===== src/logic/supervisor_cfg.svh =====
// constants for the cpu supervisor: clock rate, times, reset values
// assumes the includer wants plain text macros, no types
`ifndef SUPERVISOR_CFG_SVH
`define SUPERVISOR_CFG_SVH

`define CLK_HZ        50000000
`define HOLD_MS       250
`define BUTTON_MS     250
`define DEBOUNCE_MS   10
`define WDOG_MS       1000
`define PINS_RST      8'h78
`define BIT_LAST      3'h7

`endif


===== src/logic/supervisor_pkg.sv =====
// types shared by the cpu supervisor
// assumes supervisor_cfg.svh is present in the include path
`include "supervisor_cfg.svh"

package supervisor_pkg;

  typedef enum logic [1:0] {
    S_OFF,
    S_HOLD,
    S_RUN,
    S_FORCE
  } state_type;

  // raw pins, all from outside the core clock
  typedef struct packed {
    logic supplyOk;
    logic pfSense;
    logic ramEnN;
    logic rstPin;
    logic kickN;
    logic cs;
    logic sclk;
    logic sdi;
  } pins_type;

  typedef struct packed {
    logic       write;
    logic [6:0] addr;
  } cmd_type;

  function automatic int unsigned msToCycles(input int unsigned ms);
    return (`CLK_HZ / 1000) * ms;
  endfunction : msToCycles

endpackage : supervisor_pkg


===== src/logic/cpu_supervisor_host_port.sv =====
// cpu supervisor: processor reset, watchdog, power-fail flag,
// alarm interrupt, sram enable gating and serial command capture
// assumes every pin input is asynchronous to core_clk and that the
// alarm flag and enable come from logic clocked by core_clk
//
// Notes on behaviour
// - the sram enable output goes low only while the enable input is low.
// - the interrupt is active high and stays high while flag and enable hold.
// - the interrupt path does not depend on the supply state.
// - the power-fail flag output is low while the sense input is below threshold.
// - the reset is driven low for bad supply, watchdog, power-up and button.
// - a debounced low on the reset pin yields a reset of at least 250 ms.
// - a watchdog period without a low strobe forces a processor reset.
// - for the power-up delay after the supply comes good the strobe, reset pin, serial and sram enable inputs are ignored.
// - after the supply returns the reset is held for 250 ms before release.
// - each transfer opens with a command byte; its low seven bits are the address.
// - bit 7 of the command byte is zero for read and one for write.
// - the interrupt rises when the alarm flag and its enable are both set.
// - the sram enable output is forced inactive during power transients.

`timescale 1ns/100ps
`include "supervisor_cfg.svh"

module cpu_supervisor_host_port #(
  parameter int unsigned HOLD_CYCLES     =
    supervisor_pkg::msToCycles(`HOLD_MS),
  parameter int unsigned BUTTON_CYCLES   =
    supervisor_pkg::msToCycles(`BUTTON_MS),
  parameter int unsigned DEBOUNCE_CYCLES =
    supervisor_pkg::msToCycles(`DEBOUNCE_MS),
  parameter int unsigned WDOG_CYCLES     =
    supervisor_pkg::msToCycles(`WDOG_MS)
) (
  input  wire logic             core_clk,
  input  wire logic             sys_rst,
  input  wire logic             supplyInTol,
  input  wire logic             powerfailSenseIn,
  input  wire logic             ramEnableInN,
  input  wire logic             watchdogKickN,
  input  wire logic             rstPinIn,
  output logic                  rstPinOut,
  output logic                  rstPinOe,
  input  wire logic             csIn,
  input  wire logic             sclkIn,
  input  wire logic             sdiIn,
  input  wire logic             alarmRequestFlag,
  input  wire logic             alarmIrqEnable,
  output logic                  irqOut,
  output logic                  ramEnableOutN,
  output logic                  powerfailFlagOutN,
  output logic                  cmdValid,
  output supervisor_pkg::cmd_type cmdOut
);
  import supervisor_pkg::*;

  pins_type    pinsRaw;
  pins_type    sync1_q;
  pins_type    sync2_q;
  logic        sclkPrev_q;
  logic        kickPrev_q;
  state_type   state_q;
  state_type   state_d;
  logic [31:0] cnt_q;
  logic [31:0] cnt_d;
  logic [31:0] dbCnt_q;
  logic [2:0]  bitCnt_q;
  logic        gotCmd_q;
  logic [6:0]  shift_q;
  logic        rstOe_q;
  logic        rstOut_q;
  logic        irq_q;
  logic        ramEnN_q;
  logic        pfFlag_q;
  logic        cmdValid_q;
  cmd_type     cmd_q;

  assign pinsRaw = {supplyInTol, powerfailSenseIn, ramEnableInN,
                    rstPinIn, watchdogKickN, csIn, sclkIn, sdiIn};

  // two-stage synchronisers; only sync2_q is looked at by logic
  always_ff @(posedge core_clk) begin
    if (sys_rst) begin
      sync1_q <= `PINS_RST;
      sync2_q <= `PINS_RST;
    end else begin
      sync1_q <= pinsRaw;
      sync2_q <= sync1_q;
    end
  end

  always_ff @(posedge core_clk) begin
    if (sys_rst) begin
      sclkPrev_q <= 1'b0;
      kickPrev_q <= 1'b1;
    end else begin
      sclkPrev_q <= sync2_q.sclk;
      kickPrev_q <= sync2_q.kickN;
    end
  end

  wire supplyGood = sync2_q.supplyOk;
  wire running    = (state_q == S_RUN);
  wire sclkRise   = sync2_q.cs && sync2_q.sclk && !sclkPrev_q;
  wire kickFall   = running && !sync2_q.kickN && kickPrev_q;
  wire buttonLow  = running && !sync2_q.rstPin;
  wire buttonDone = buttonLow &&
                    (dbCnt_q == 32'(DEBOUNCE_CYCLES - 1));
  wire wdogEnd    = running && (cnt_q == 32'(WDOG_CYCLES - 1));
  wire holdDone   = (cnt_q == 32'(HOLD_CYCLES - 1));
  wire forceDone  = (cnt_q == 32'(BUTTON_CYCLES - 1));
  wire lastBit    = running && sclkRise && !gotCmd_q &&
                    (bitCnt_q == `BIT_LAST);
  // the sram may be enabled only once the supply has settled
  wire ramAllowed = supplyGood && (state_q == S_RUN ||
                                   state_q == S_FORCE);

  // one counter serves the hold, the forced reset and the watchdog,
  // since only one of them can be running at a time
  always_comb begin
    state_d = state_q;
    cnt_d   = cnt_q + 32'h1;
    if (!supplyGood) begin
      state_d = S_OFF;
      cnt_d   = 32'h0;
    end else begin
      case (state_q)
        S_OFF: begin
          state_d = S_HOLD;
          cnt_d   = 32'h0;
        end
        S_HOLD: begin
          if (holdDone) begin
            state_d = S_RUN;
            cnt_d   = 32'h0;
          end
        end
        S_RUN: begin
          if (buttonDone) begin
            state_d = S_FORCE;
            cnt_d   = 32'h0;
          end else if (kickFall) begin
            cnt_d = 32'h0;
          end else if (wdogEnd) begin
            state_d = S_FORCE;
            cnt_d   = 32'h0;
          end
        end
        S_FORCE: begin
          if (forceDone) begin
            state_d = S_RUN;
            cnt_d   = 32'h0;
          end
        end
        default: begin
          state_d = S_OFF;
          cnt_d   = 32'h0;
        end
      endcase
    end
  end

  always_ff @(posedge core_clk) begin
    if (sys_rst) begin
      state_q <= S_OFF;
      cnt_q   <= 32'h0;
    end else begin
      state_q <= state_d;
      cnt_q   <= cnt_d;
    end
  end

  // debounce: the pin must stay low for the whole window; a bounce
  // restarts it. our own release is too short to fool it.
  always_ff @(posedge core_clk) begin
    if (sys_rst || !buttonLow) begin
      dbCnt_q <= 32'h0;
    end else begin
      dbCnt_q <= dbCnt_q + 32'h1;
    end
  end

  // command byte capture, lsb first on rising serial clock; bytes
  // after the first belong to the data phase and are not taken here
  always_ff @(posedge core_clk) begin
    if (sys_rst || !running || !sync2_q.cs) begin
      bitCnt_q <= 3'h0;
      gotCmd_q <= 1'b0;
      shift_q  <= 7'h00;
    end else if (sclkRise && !gotCmd_q) begin
      shift_q  <= {sync2_q.sdi, shift_q[6:1]};
      bitCnt_q <= bitCnt_q + 3'h1;
      gotCmd_q <= (bitCnt_q == `BIT_LAST);
    end
  end

  always_ff @(posedge core_clk) begin
    if (sys_rst) begin
      cmdValid_q <= 1'b0;
      cmd_q      <= '0;
    end else begin
      cmdValid_q <= lastBit;
      if (lastBit) begin
        cmd_q.write <= sync2_q.sdi;
        cmd_q.addr  <= shift_q;
      end
    end
  end

  // the interrupt is not gated by supply so an alarm can wake
  // a powered-down system
  always_ff @(posedge core_clk) begin
    if (sys_rst) begin
      irq_q    <= 1'b0;
      ramEnN_q <= 1'b1;
      pfFlag_q <= 1'b1;
      rstOe_q  <= 1'b1;
      rstOut_q <= 1'b0;
    end else begin
      irq_q    <= alarmRequestFlag && alarmIrqEnable;
      ramEnN_q <= sync2_q.ramEnN || !ramAllowed;
      pfFlag_q <= sync2_q.pfSense;
      rstOe_q  <= (state_d != S_RUN);
      rstOut_q <= 1'b0;
    end
  end

  assign rstPinOut         = rstOut_q;
  assign rstPinOe          = rstOe_q;
  assign irqOut            = irq_q;
  assign ramEnableOutN     = ramEnN_q;
  assign powerfailFlagOutN = pfFlag_q;
  assign cmdValid          = cmdValid_q;
  assign cmdOut            = cmd_q;

  // helper: length of the current reset drive, saturating
  logic [31:0] lowLen_q;
  always_ff @(posedge core_clk) begin
    if (sys_rst || !rstOe_q) begin
      lowLen_q <= 32'h0;
    end else if (lowLen_q != 32'hffffffff) begin
      lowLen_q <= lowLen_q + 32'h1;
    end
  end

  localparam int unsigned MIN_LOW =
    (HOLD_CYCLES < BUTTON_CYCLES) ? HOLD_CYCLES : BUTTON_CYCLES;
endmodule : cpu_supervisor_host_port


===== config.mk =====
export PLATFORM = sky130hd
export DESIGN_NAME = cpu_supervisor_host_port
export DESIGN_NICKNAME = d
export VERILOG_FILES = /design/src/logic/supervisor_pkg.sv /design/src/logic/cpu_supervisor_host_port.sv
export VERILOG_INCLUDE_DIRS = /design/src /design/src/logic
export SDC_FILE = /design/constraint.sdc
export NUM_CORES = 1
export LEC_CHECK = 0
export BUFFER_PORTS_ARGS = -buffer_cell sky130_fd_sc_hd__buf_2
export CAP_MARGIN = 0
export CORE_MARGIN = 8
export CORE_UTILIZATION = 50
export CTS_BUF_LIST = sky130_fd_sc_hd__clkbuf_8
export CTS_CLUSTER_SIZE = 14
export DETAILED_ROUTE_END_ITERATION = 7
export GPL_ROUTABILITY_DRIVEN = 0
export MAX_ROUTING_LAYER = met4
export PLACE_DENSITY = 0.71
export SLEW_MARGIN = 20
export SYNTH_ARGS = -nofsm -noshare
export SYNTH_HDL_FRONTEND = slang
export SYNTH_SLANG_ARGS = --single-unit
export TNS_END_PERCENT = 1

===== constraint.sdc =====
create_clock -name core_clk -period 1.8 [get_ports core_clk]
set_input_delay 0.54 -clock core_clk [delete_from_list [all_inputs] [get_ports core_clk]]
set_output_delay 0.54 -clock core_clk [all_outputs]
set_load 0.01 [all_outputs]

# Word-level counts from Yosys, hierarchy flattened
# Cells that the tools add are included.
# word_totals
out_inout_bits	14
ff_bits	108
word_cells	83
# op_classes
eq_ne	8
n_reduce_logical	29
n_bitwise	1
n_addsub	3
muxes	11
# ops
operator	n
$mux W32	4
$pmux W32 S3	1
$add A32 B1 Y32 const B	2
$eq A32 B19 Y1 const B	1
$eq A32 B24 Y1 const B	1
$eq A32 B26 Y1 const B	1
$logic_and A1 B1 Y1	13
$mux W2	5
$logic_not A1 Y1	8
$pmux W2 S3	1
$logic_or A1 B1 Y1	5
$eq A2 B2 Y1 const B	2
$reduce_or A2 Y1	2
$add A3 B1 Y3 const B	1
$eq A3 B3 Y1 const B	1
$eq A2 B1 Y1 const B	1
$logic_not A2 Y1	1
$ne A2 B2 Y1 const B	1
$not A1 Y1	1

# Depth between registers and ports, before layout
# Gate-level depths: netlist of the first run.
# depth
word_depth	8
ltp_mapped	8
mapped_depth_nobuf	6

# Worst setup path before layout of the first run
# OpenSTA, ideal clock, no wires.
# synth_timing
kind	flip-flop to flip-flop
startpoint	reg dbCnt_q[3]
endpoint	reg dbCnt_q[24]
t_arrival_ps	1794
slack_ps	-126
synth_period_minus_slack_ps	1926
setup_ps	132
t_required_ps	1668
stages_incl_launch_ff	6
path_buffers	0
cell_sequence	dfxtp_1 -> nand4_2 -> or3_4 -> or4_2 -> o21ai_0 -> a21oi_1
# synth_between
elab_chain_cells	1
# synth_lines
item	line_no	text
start: declaration	cpu_supervisor_host_port.sv:65	logic [31:0] dbCnt_q;
start signal: assignment	cpu_supervisor_host_port.sv:178	dbCnt_q <= dbCnt_q + 32'h1;
$add A32 B1 Y32	cpu_supervisor_host_port.sv:178	
# Every way passes these cells.
# A chain may end at the register's enable or synchronous reset.

# Worst setup path after layout of the first run
# layout_timing
startpoint	reg dbCnt_q[6]
endpoint	reg cnt_q[23]
# layout_between
elab_chain_cells	4
# layout_lines
item	line_no	text
$eq A32 B19 Y1	cpu_supervisor_host_port.sv:107	(dbCnt_q == 32'(DEBOUNCE_CYCLES - 1));
$logic_and A1 B1 Y1	cpu_supervisor_host_port.sv:106	wire buttonDone = buttonLow &&
$mux W32	cpu_supervisor_host_port.sv:138	if (buttonDone) begin
$pmux W32 S3	cpu_supervisor_host_port.sv:126	case (state_q)
end signal: assignment	cpu_supervisor_host_port.sv:168	cnt_q <= cnt_d;
end: declaration	cpu_supervisor_host_port.sv:63	logic [31:0] cnt_q;
# Every way passes these cells.

==> results of run 1 <==
-- how the worst max path moves through the flow --
stage                                      from                      to  slack (ns)  cells past startpoint
after global routing      dbCnt_q[6]$_SDFF_PP0_    cnt_q[23]$_SDFF_PP0_       -0.19                      7
after detailed placement    cnt_q[5]$_SDFF_PP0_    cnt_q[31]$_SDFF_PP0_       -0.07                      6
after global placement    dbCnt_q[5]$_SDFF_PP0_  dbCnt_q[24]$_SDFF_PP0_       -0.03                      5
after CTS                 dbCnt_q[6]$_SDFF_PP0_  dbCnt_q[31]$_SDFF_PP0_       -0.07                      5
after floorplan           dbCnt_q[3]$_SDFF_PP0_  dbCnt_q[24]$_SDFF_PP0_      -0.009                      5
final                     dbCnt_q[6]$_SDFF_PP0_    cnt_q[23]$_SDFF_PP0_       -0.14                      7
-- per-stage QoR --
stage / utilization, % / std cells / hold WS (ns)
final: 66.6 / 714 / 0.343
after global routing: 66.6 / 714 / 0.334
after floorplan: - / 505 / 0.389
after global placement: 61.0 / 690 / 0.391
after CTS: 63.9 / 707 / 0.331
after detailed placement: 61.0 / 690 / 0.400
-- metal layers --
layer | part of all wire [%] | track usage [%] | vias to the layer above | routed length [um]
met5 | 0 | - | - | 0
met4 | 1.9 | 5.86 | 0 | 206
met3 | 2.6 | 3.41 | 23 | 275
met2 | 51 | 28.3 | 55 | 5420
met1 | 44 | 19.3 | 1831 | 4700
li1 | - | - | 1958 | -
-- sequential cells by signal (all words and copies together) (netlist names) --
name               flops
cnt_q                 32
dbCnt_q               32
cmdOut                 8
sync1_q                8
shift_q                7
sync2_q                7
bitCnt_q               3
state_q                2
cmdValid               1
gotCmd_q               1
irqOut                 1
kickPrev_q             1
powerfailFlagOutN      1
ramEnableOutN          1
rstPinOe               1
sclkPrev_q             1
supplyGood             1
-- layout make-up --
type | instances | area share [%]
Clock buffer | 9 | 2.13
Sequential cell | 108 | 37.7
Clock inverter | 7 | 1.62
Multi-Input combinational cell | 363 | 41.0
Timing Repair Buffer | 111 | 14.7
Inverter | 8 | 0.517
Tap cell | 108 | 2.33
-- power groups by stage --
stage | logic (uW) | registers [uW] | clock network [uW]
2_1_floorplan | 29.2 | 2460 | 0
3_3_place_gp | 49.3 | 2470 | 0
3_5_place_dp | 50.8 | 2470 | 0
4_1_cts | 51.2 | 2410 | 1560
5_1_grt | 57.8 | 2410 | 1670
6_report | 52.0 | 2410 | 1530
-- worst max-delay path, stage by stage (launching register included) --
cell and delay [ns]:
dfxtp_4 0.37, buf_4 0.14, nor4b_1 0.38, nand4_1 0.19, nor3_2 0.28, or3_4 0.23
clkbuf_16 0.18, a21oi_2 0.05
-- logic make-up (layout without fill, tap and decap cells) --
group | count (synthesis) | count (layout) | share of synthesized area, %
fa+ha+maj | 4 | 4 | 1.11
other cells | 1 | 1 | 0.0832
buf+inv | 34 | 135 | 3.08
compound gates | 66 | 66 | 7.74
flops | 108 | 108 | 47.9
simple gates | 234 | 234 | 28.6
xor+xnor | 50 | 50 | 9.71
mux | 8 | 8 | 1.78
-- layout by cell type (no fill, tap or decap), types with 8 or more instances in the layout --
master and instances:
nand4_1 14, mux2i_1 8, clkbuf_8 9, nand3_1 32
nor2b_1 10, dfxtp_1 95, or3_1 8, buf_2 24
buf_4 80, nand2_1 40, a21oi_1 45, dfxtp_2 10
nor2_1 41, xor2_1 23, or2_2 10, xnor2_1 27
nor4_1 12, inv_1 8
-- timing repair --
item,CTS,global route
cloned,0,3
gates resized for setup,6,40
endpoints found under the setup margin,39,50
pin swaps,1,11
setup buffers,1,4
==> impl_metrics.toml, run 1 <==
[global_route]
grt_util_all_layers_pct = 16.8
grt_remaining_overflow = 0
antenna_found_initial = 0
grt_pass1_wl_mm = 17.0
grt_pass1_vias = 3743
grt_max_degree = 33

[power_and_ir_drop]
switching_share_pct = 24.6
p_seq_share_pct = 60.4
ir_drop_mv = 0.599
power_frac_comb_pct = 1.3
switchingPower_uw = 980
power.density_nw_per_um2 = 687
p_leak_uw = 0.00213
p_int_uw = 3010
clkPwrFrac_pct = 38.3
total_power_uw = 3990

[run_status]
status = "finished with violations"
violations = "negative setup slack"

[placed_design]
pre_cts_ws_ns = -0.0684
place_area_sq_um = 5320
place.port_buffers = 24
dpl.hpwl_mm = 7.28

[synthesis]
yosys_warnings = 0
synth_top_cell_by_area = "dfxtp_1"
synth_common_cells = "108 x dfxtp_1, 49 x a21oi_1, 42 x nor2_1"
synth-async-reset-ratio_pct = 0
synth_nets = 521
synth_edf_count = 0
synth_top_area_share_pct = 47.9
ys_seq_area_share_pct = 47.9
synth_area_leaders = "dfxtp_1 48%, a21oi_1 5.4%, xnor2_1 5.2%, xor2_1 4.5%, nand3_1 4.1%"
ys_ff_latch = 108
synth_area_sq_um = 4510
avgSynthCellArea_sq_um = 8.93
ys_types = 49
yosysMostFrequentCell = "dfxtp_1"
synth_flop_cell = "dfxtp_1"
syn_inst = 505

[worst_setup_path]
setup.worst_path.end_class = "flop"
rr_worst_depth = 7
required_ns = 2.06
path_max_fanout = 16
crit_type = "flop to flop"
r2r-end = "cnt_q[23]$_SDFF_PP0_"
cp-start-kind = "flop"
r2r_start = "dbCnt_q[6]$_SDFF_PP0_"
ff2ff_setup_slack_ns = -0.14
critical_path_arrival_ns = 2.20

[cells_and_area]
nFillCells = 691
drive_above_1_share_pct = 31.2
design_area_sq_um = 5800
syn_to_final_growth_pct = 28.7
nets = 617
n_antenna_cell = 0
seq_area_sq_um = 2190
multi_input_comb_area_sq_um = 2380

[drt]
dr.pass1.iters = 4
wl_mm = 10.6
dr_total_vias = 3867
drtIter0Drc = 241
ant_nets = 0
wl_per_cell_um = 14.9
via_per_inst = 5.42
drc = 0

[min_path]
hp-start = "powerfailSenseIn"
hp-class = "input pin to flop"
hold_path_depth = 2
whs_endpoint = "sync1_q[6]$_SDFF_PP1_"

[die]
core_sq_um = 8720
dieArea_sq_um = 12300
die_h_um = 111
ios = 26
rows = 34
die_w_um = 111
initial_core_util_pct = 51.7

[cts]
hold_buffers = 0
cts_buffer_depth = 2
cts.clk_slew.worst_paths_ns = 0.12
cts_root_buffer = "clkbuf_8"
h-tree-depth = 3
clock-sinks = 108
cts_tree = "yes"
numCtsBuffers = 9
clock_latency_ns = 0.38

[sta]
rsz0062_at_grt = "true"
drv_slew = 0
hold_viol = 0
setup_ws_ns = -0.136
finClkSkew_ns = 0.0165
period_minus_slack_ns = 1.94
fin_crit_sh_pct = 108
setup_viol = 37
tns_ns = -4.11
max_freq_ghz = 0.516

[flow_run]
cap_violations = 0
Power figures use the tool's default switching activity.
==> run 2: changes to the inputs <==
ABC_AREA = 1   (was default)
==> run 2 against run 1 <==
Against the previous run:
- clock skew shrank 0.0027 ns
- register-to-register slack improved by 0.21 ns
- sequential share of layout area fell by 0.87 points
- cell area rose by 2.0%
- critical endpoint is now cnt_q[1]$_SDFF_PP0_
- critical path type unchanged
- worst setup slack gained 0.21 ns
- sequential power barely moved
- synthesized cell count up 53%
- the run now ends clean
- critical path depth increased by 4
- total power shrank 0.51%
- hold slack got worse by 0.021 ns
- maximum frequency grew 12%
==> impl_metrics.toml, run 2 <==
[sta]
hold_viol = 0
setup_ws_ns = 0.0735
period_minus_slack_ns = 1.73
hold_ws_ns = 0.322
fin_crit_sh_pct = 95.9
tns_ns = 0
rsz0062_at_grt = "false"
max_freq_ghz = 0.579
setup_viol = 0
finClkSkew_ns = 0.0138
drv_slew = 0

[die]
initial_core_util_pct = 51.2
ios = 26
dieArea_sq_um = 14100
rows = 37
die_h_um = 119
core_sq_um = 10300
die_w_um = 119

[placed_design]
dpl.hpwl_mm = 9.16
pre_cts_ws_ns = 0.0560
place.port_buffers = 24
dp_cells = 930

[cts]
cts_buffer_depth = 2
cts.clk_slew.worst_paths_ns = 0.11
numCtsBuffers = 9
cts_tree = "yes"
cts_root_buffer = "clkbuf_8"
clock_latency_ns = 0.39
h-tree-depth = 3
clock-sinks = 108

[drt]
wl_mm = 12.8
drtIter0Drc = 423
wl_per_cell_um = 13.4
drc = 0
via_per_inst = 5.35
dr_total_vias = 5084
dr.pass1.iters = 6
ant_nets = 0

[worst_setup_path]
critical_path_arrival_ns = 2.00
required_ns = 2.08
crit_type = "flop to flop"
cp-start-kind = "flop"
path_max_fanout = 8
setup.worst_path.end_class = "flop"

[synthesis]
synth_top_cell_by_area = "dfxtp_1"
synth_common_cells = "156 x nand2_1, 124 x nor2_1, 108 x dfxtp_1"
synth_flop_cell = "dfxtp_1"
ys_ff_latch = 108
synth_nets = 791
yosysMostFrequentCell = "nand2_1"
synth_edf_count = 0
ys_seq_area_share_pct = 41.1
synth_area_leaders = "dfxtp_1 41%, nand2_1 11%, nor2_1 8.9%, a21oi_1 6.8%, inv_1 6.4%"
ys_types = 37
yosys_warnings = 0
synth_top_area_share_pct = 41.1
avgSynthCellArea_sq_um = 6.78
syn_inst = 775
synth_area_sq_um = 5260
synth-async-reset-ratio_pct = 0

[run_status]
status = "finished clean"

[global_route]
grt_max_degree = 33
grt_pass1_vias = 4756
grt_remaining_overflow = 0
grt_util_all_layers_pct = 18.4
grt_pass1_wl_mm = 21.3
antenna_found_initial = 0

[cells_and_area]
nets = 825
fin_cells = 950
drive_above_1_share_pct = 14.7
final_common_cell = "nand2_1"
top_regs = "cnt_q: 32 flops, dbCnt_q: 32 flops"
n_antenna_cell = 0
syn_to_final_growth_pct = 12.6
nFillCells = 959
layout_common_cells = "153 x nand2_1, 119 x nor2_1, 100 x dfxtp_1"
final_util_pct = 57.6

[power_and_ir_drop]
p_leak_uw = 0.00212
power.density_nw_per_um2 = 670
ir_drop_mv = 0.597

[flow_run]
cap_violations = 0

[min_path]
hp-class = "input pin to flop"
-- run 2: cell count changes after synthesis, sizes merged, moves of 23 or more --
cell	previous run	this run
a21oi	49	72
inv	8	93
nand2	41	163
nand3	37	67
nor2	42	134
o21ai	10	35
xnor2	27	2
-- run 2: cell type report --
type	instances	area, sq um	area share, %
multi-input cells	555	2690	45.5
flip-flops and latches	108	2180	36.8
inverters	94	354	5.98
repair buffers	41	324	5.48
well taps	136	170	2.88
clock buffers	10	138	2.33
clock inverters	6	63.8	1.08
-- run 2: worst paths after layout --
kind | startpoint | end | slack [ns] | depth (start not counted)
worst max register to register | dbCnt_q[0]$_SDFF_PP0_ | cnt_q[1]$_SDFF_PP0_ | 0.07 | 11
worst max-delay path | dbCnt_q[0]$_SDFF_PP0_ | cnt_q[1]$_SDFF_PP0_ | 0.07 | 11
worst min-delay path | powerfailSenseIn | sync1_q[6]$_SDFF_PP1_ | 0.32 | 2
worst min register to register | sync1_q[0]$_SDFF_PP0_ | sync2_q[0]$_SDFF_PP0_ | 0.41 | 2
-- run 2: where the power goes --
group	switching, uW	internal (uW)	total [uW]
clock network	908	579	1490
registers	5.81	2400	2410
logic	41.1	28.9	70.0
-- run 2: critical path: stages, from the launching register on --
cell and delay (ns):
dfxtp_4 0.38, ha_4 0.14, nand2_2 0.07, nor2_4 0.16, nand2_1 0.07, nor2_1 0.09, nand2_1 0.06, nor2_1 0.10
nor2_1 0.07, nand2_2 0.22, clkbuf_16 0.21, a21oi_1 0.06
-- run 2: cells by family after synthesis --
logic type,count (synthesis),synth area share [%]
other,1,0.0713
xor gates and xnor gates,6,1.00
adders and majority gates,4,0.952
DFF,108,41.1
and+or+nand+nor,432,37.3
buffers and inverters,112,8.45
AOI/OAI and AO/OA,112,11.1
-- run 2: repair_timing --
action / CTS / global route
buffers inserted: 0 / 1
resized for setup: 0 / 22
hold buffers: 0 / 0
setup endpoints to repair: 0 / 37
-- run 2: layer usage --
layer	track usage, %	vias up	wire length (um)
met2	29.5	181	5920
met4	6.17	0	291
li1	-	2558	-
met1	22.0	2316	5750
met5	-	-	0
met3	4.81	29	810
-- run 2: per-stage QoR --
stage	total power (uW)	area, sq um
after floorplan	2510	5260
after global placement	2540	5600
final	3970	5920
after detailed placement	2540	5600
after CTS	4020	5800
after global routing	4120	5920
==> run 3: changes to the inputs <==
CORE_UTILIZATION = 45   (was 50)
PLACE_DENSITY = 0.65   (was 0.71)
==> run 3 against run 2 <==
Against the previous run:
- worst setup slack better by 0.059 ns
- combinational power about the same
- core utilization down 6.1 points
- highest routed layer unchanged
- global-route usage down 0.30 points
- critical path depth down 2
- first-iteration DRC count up 4.7%
- non-clock buffer count down 1
- wire length down 1.0%
==> impl_metrics.toml, run 3 (synthesis results as in run 2) <==
[sta]
drv_slew = 0
setup_viol = 0
fin_crit_sh_pct = 92.7
rsz0062_at_grt = "true"
period_minus_slack_ns = 1.67
tns_ns = 0
hold_viol = 0
max_freq_ghz = 0.600
finClkSkew_ns = 0.00976

[cts]
clock-sinks = 108
numCtsBuffers = 9
cts_buffer_depth = 2
h-tree-depth = 3
hold_buffers = 0
clock_latency_ns = 0.39
cts.clk_slew.worst_paths_ns = 0.11
cts_root_buffer = "clkbuf_8"
cts_tree = "yes"

[cells_and_area]
top_regs = "cnt_q: 32 flops, dbCnt_q: 32 flops"
final_common_cell = "nand2_1"
layout_common_cells = "155 x nand2_1, 119 x nor2_1, 103 x dfxtp_1"
nets = 824
n_antenna_cell = 0
drive_above_1_share_pct = 14.1
design_area_sq_um = 5880
syn_to_final_growth_pct = 11.9
nFillCells = 1138

[worst_setup_path]
critical_path_arrival_ns = 1.99
cp-start-kind = "flop"
path_delay_family = "simple AND/OR/NAND/NOR gates"
path_max_fanout = 5
crit_top_cell = "nand3_1"
cp_slowest_cell = "dfxtp_1"
r2r-end = "cnt_q[22]$_SDFF_PP0_"
ff2ff_setup_slack_ns = 0.13
slowest_delay_ns = 0.37
setup.worst_path.end_class = "flop"
crit_type = "flop to flop"
crit_buf_inv = 1
r2r_start = "cnt_q[1]$_SDFF_PP0_"
rr_worst_depth = 9
required_ns = 2.12
path_cells = "ha_1, nand2_1, nor2_4, inv_2, nor2_1, nand3_1, o21ai_1, nand3_1, a21oi_1"

[drt]
drtIter0Drc = 443
wl_mm = 12.6
dr_total_vias = 5025
dr.pass1.iters = 5
via_per_inst = 5.26
ant_nets = 0
wl_per_cell_um = 13.2
drc = 0

[die]
initial_core_util_pct = 46.0
die_h_um = 124
ios = 26
rows = 39
die_w_um = 124
core_sq_um = 11400
dieArea_sq_um = 15400

[placed_design]
place.port_buffers = 24
dpl.hpwl_mm = 9.44
place_area_sq_um = 5610

[run_status]
status = "finished clean"

[min_path]
hp-class = "input pin to flop"
hold_path_depth = 2
whs_endpoint = "sync1_q[6]$_SDFF_PP1_"
hp-start = "powerfailSenseIn"

[global_route]
grt_pass1_vias = 4866
grt_pass1_wl_mm = 22.2
grt_remaining_overflow = 0
antenna_found_initial = 0
grt_max_degree = 33
grt_util_all_layers_pct = 18.1

[power_and_ir_drop]
ir_drop_mv = 0.568
p_leak_uw = 0.00210
power.density_nw_per_um2 = 677

[flow_run]
cap_violations = 0
-- run 3: cell types whose count changed in the layout (fill, tap and decap cells not counted), sizes merged --
cell,delta
clkbuf,-3
buf,+1
inv,+1
-- run 3: where the power goes --
| part | leakage (uW) | internal [uW] | switching, uW | total [uW] |
|---|---|---|---|---|
| clock network | 0.000100 | 556 | 940 | 1500 |
| registers | 0.000876 | 2410 | 5.97 | 2410 |
| logic | 0.00112 | 28.9 | 40.9 | 69.7 |
-- run 3: cell type report --
cell class | instances | area [sq um] | share of cell area [%]
Clock buffer | 9 | 124 | 2.11
Inverter | 94 | 354 | 6.02
Timing Repair Buffer | 40 | 290 | 4.94
Multi-Input combinational cell | 555 | 2690 | 45.7
Tap cell | 143 | 179 | 3.04
Clock inverter | 7 | 77.6 | 1.32
Sequential cell | 108 | 2170 | 36.9
-- run 3: how the worst max path moves through the flow --
stage | start | endpoint | slack (ns) | cells after the start
after CTS | dbCnt_q[0]$_SDFF_PP0_ | dbCnt_q[16]$_SDFF_PP0_ | 0.07 | 12
after detailed placement | dbCnt_q[0]$_SDFF_PP0_ | dbCnt_q[16]$_SDFF_PP0_ | 0.09 | 12
final | cnt_q[1]$_SDFF_PP0_ | cnt_q[22]$_SDFF_PP0_ | 0.13 | 9
after global routing | cnt_q[1]$_SDFF_PP0_ | cnt_q[30]$_SDFF_PP0_ | -0.05 | 10
after global placement | dbCnt_q[0]$_SDFF_PP0_ | cnt_q[28]$_SDFF_PP0_ | 0.18 | 11
after floorplan | sys_rst | cnt_q[10]$_SDFF_PP0_ | 0.28 | 5
-- run 3: repair_timing --
| item | CTS | global route |
|---|---|---|
| gates resized for setup | 0 | 16 |
| setup buffers | 0 | 2 |
| setup endpoints to repair | 0 | 46 |
-- run 3: layer usage --
layer | vias to the layer above | routed length (um) | track usage (%)
li1 | 2560 | - | -
met3 | 19 | 871 | 4.85
met1 | 2280 | 5720 | 22.1
met2 | 166 | 5860 | 28.4
met5 | - | 0 | -
met4 | 0 | 191 | 5.80
-- run 3: stage by stage --
stage / hold slack (ns) / power [uW] / utilization, % / instances / setup WS (ns)
after global placement: 0.391 / 2540 / 49.1 / 938 / 0.177
final: 0.318 / 3980 / 51.5 / 956 / 0.132
after CTS: 0.302 / 4030 / 50.9 / 954 / 0.0712
after floorplan: 0.388 / 2510 / - / 775 / 0.282
after detailed placement: 0.395 / 2540 / 49.1 / 938 / 0.0946
after global routing: 0.302 / 4150 / 51.5 / 956 / -0.0463
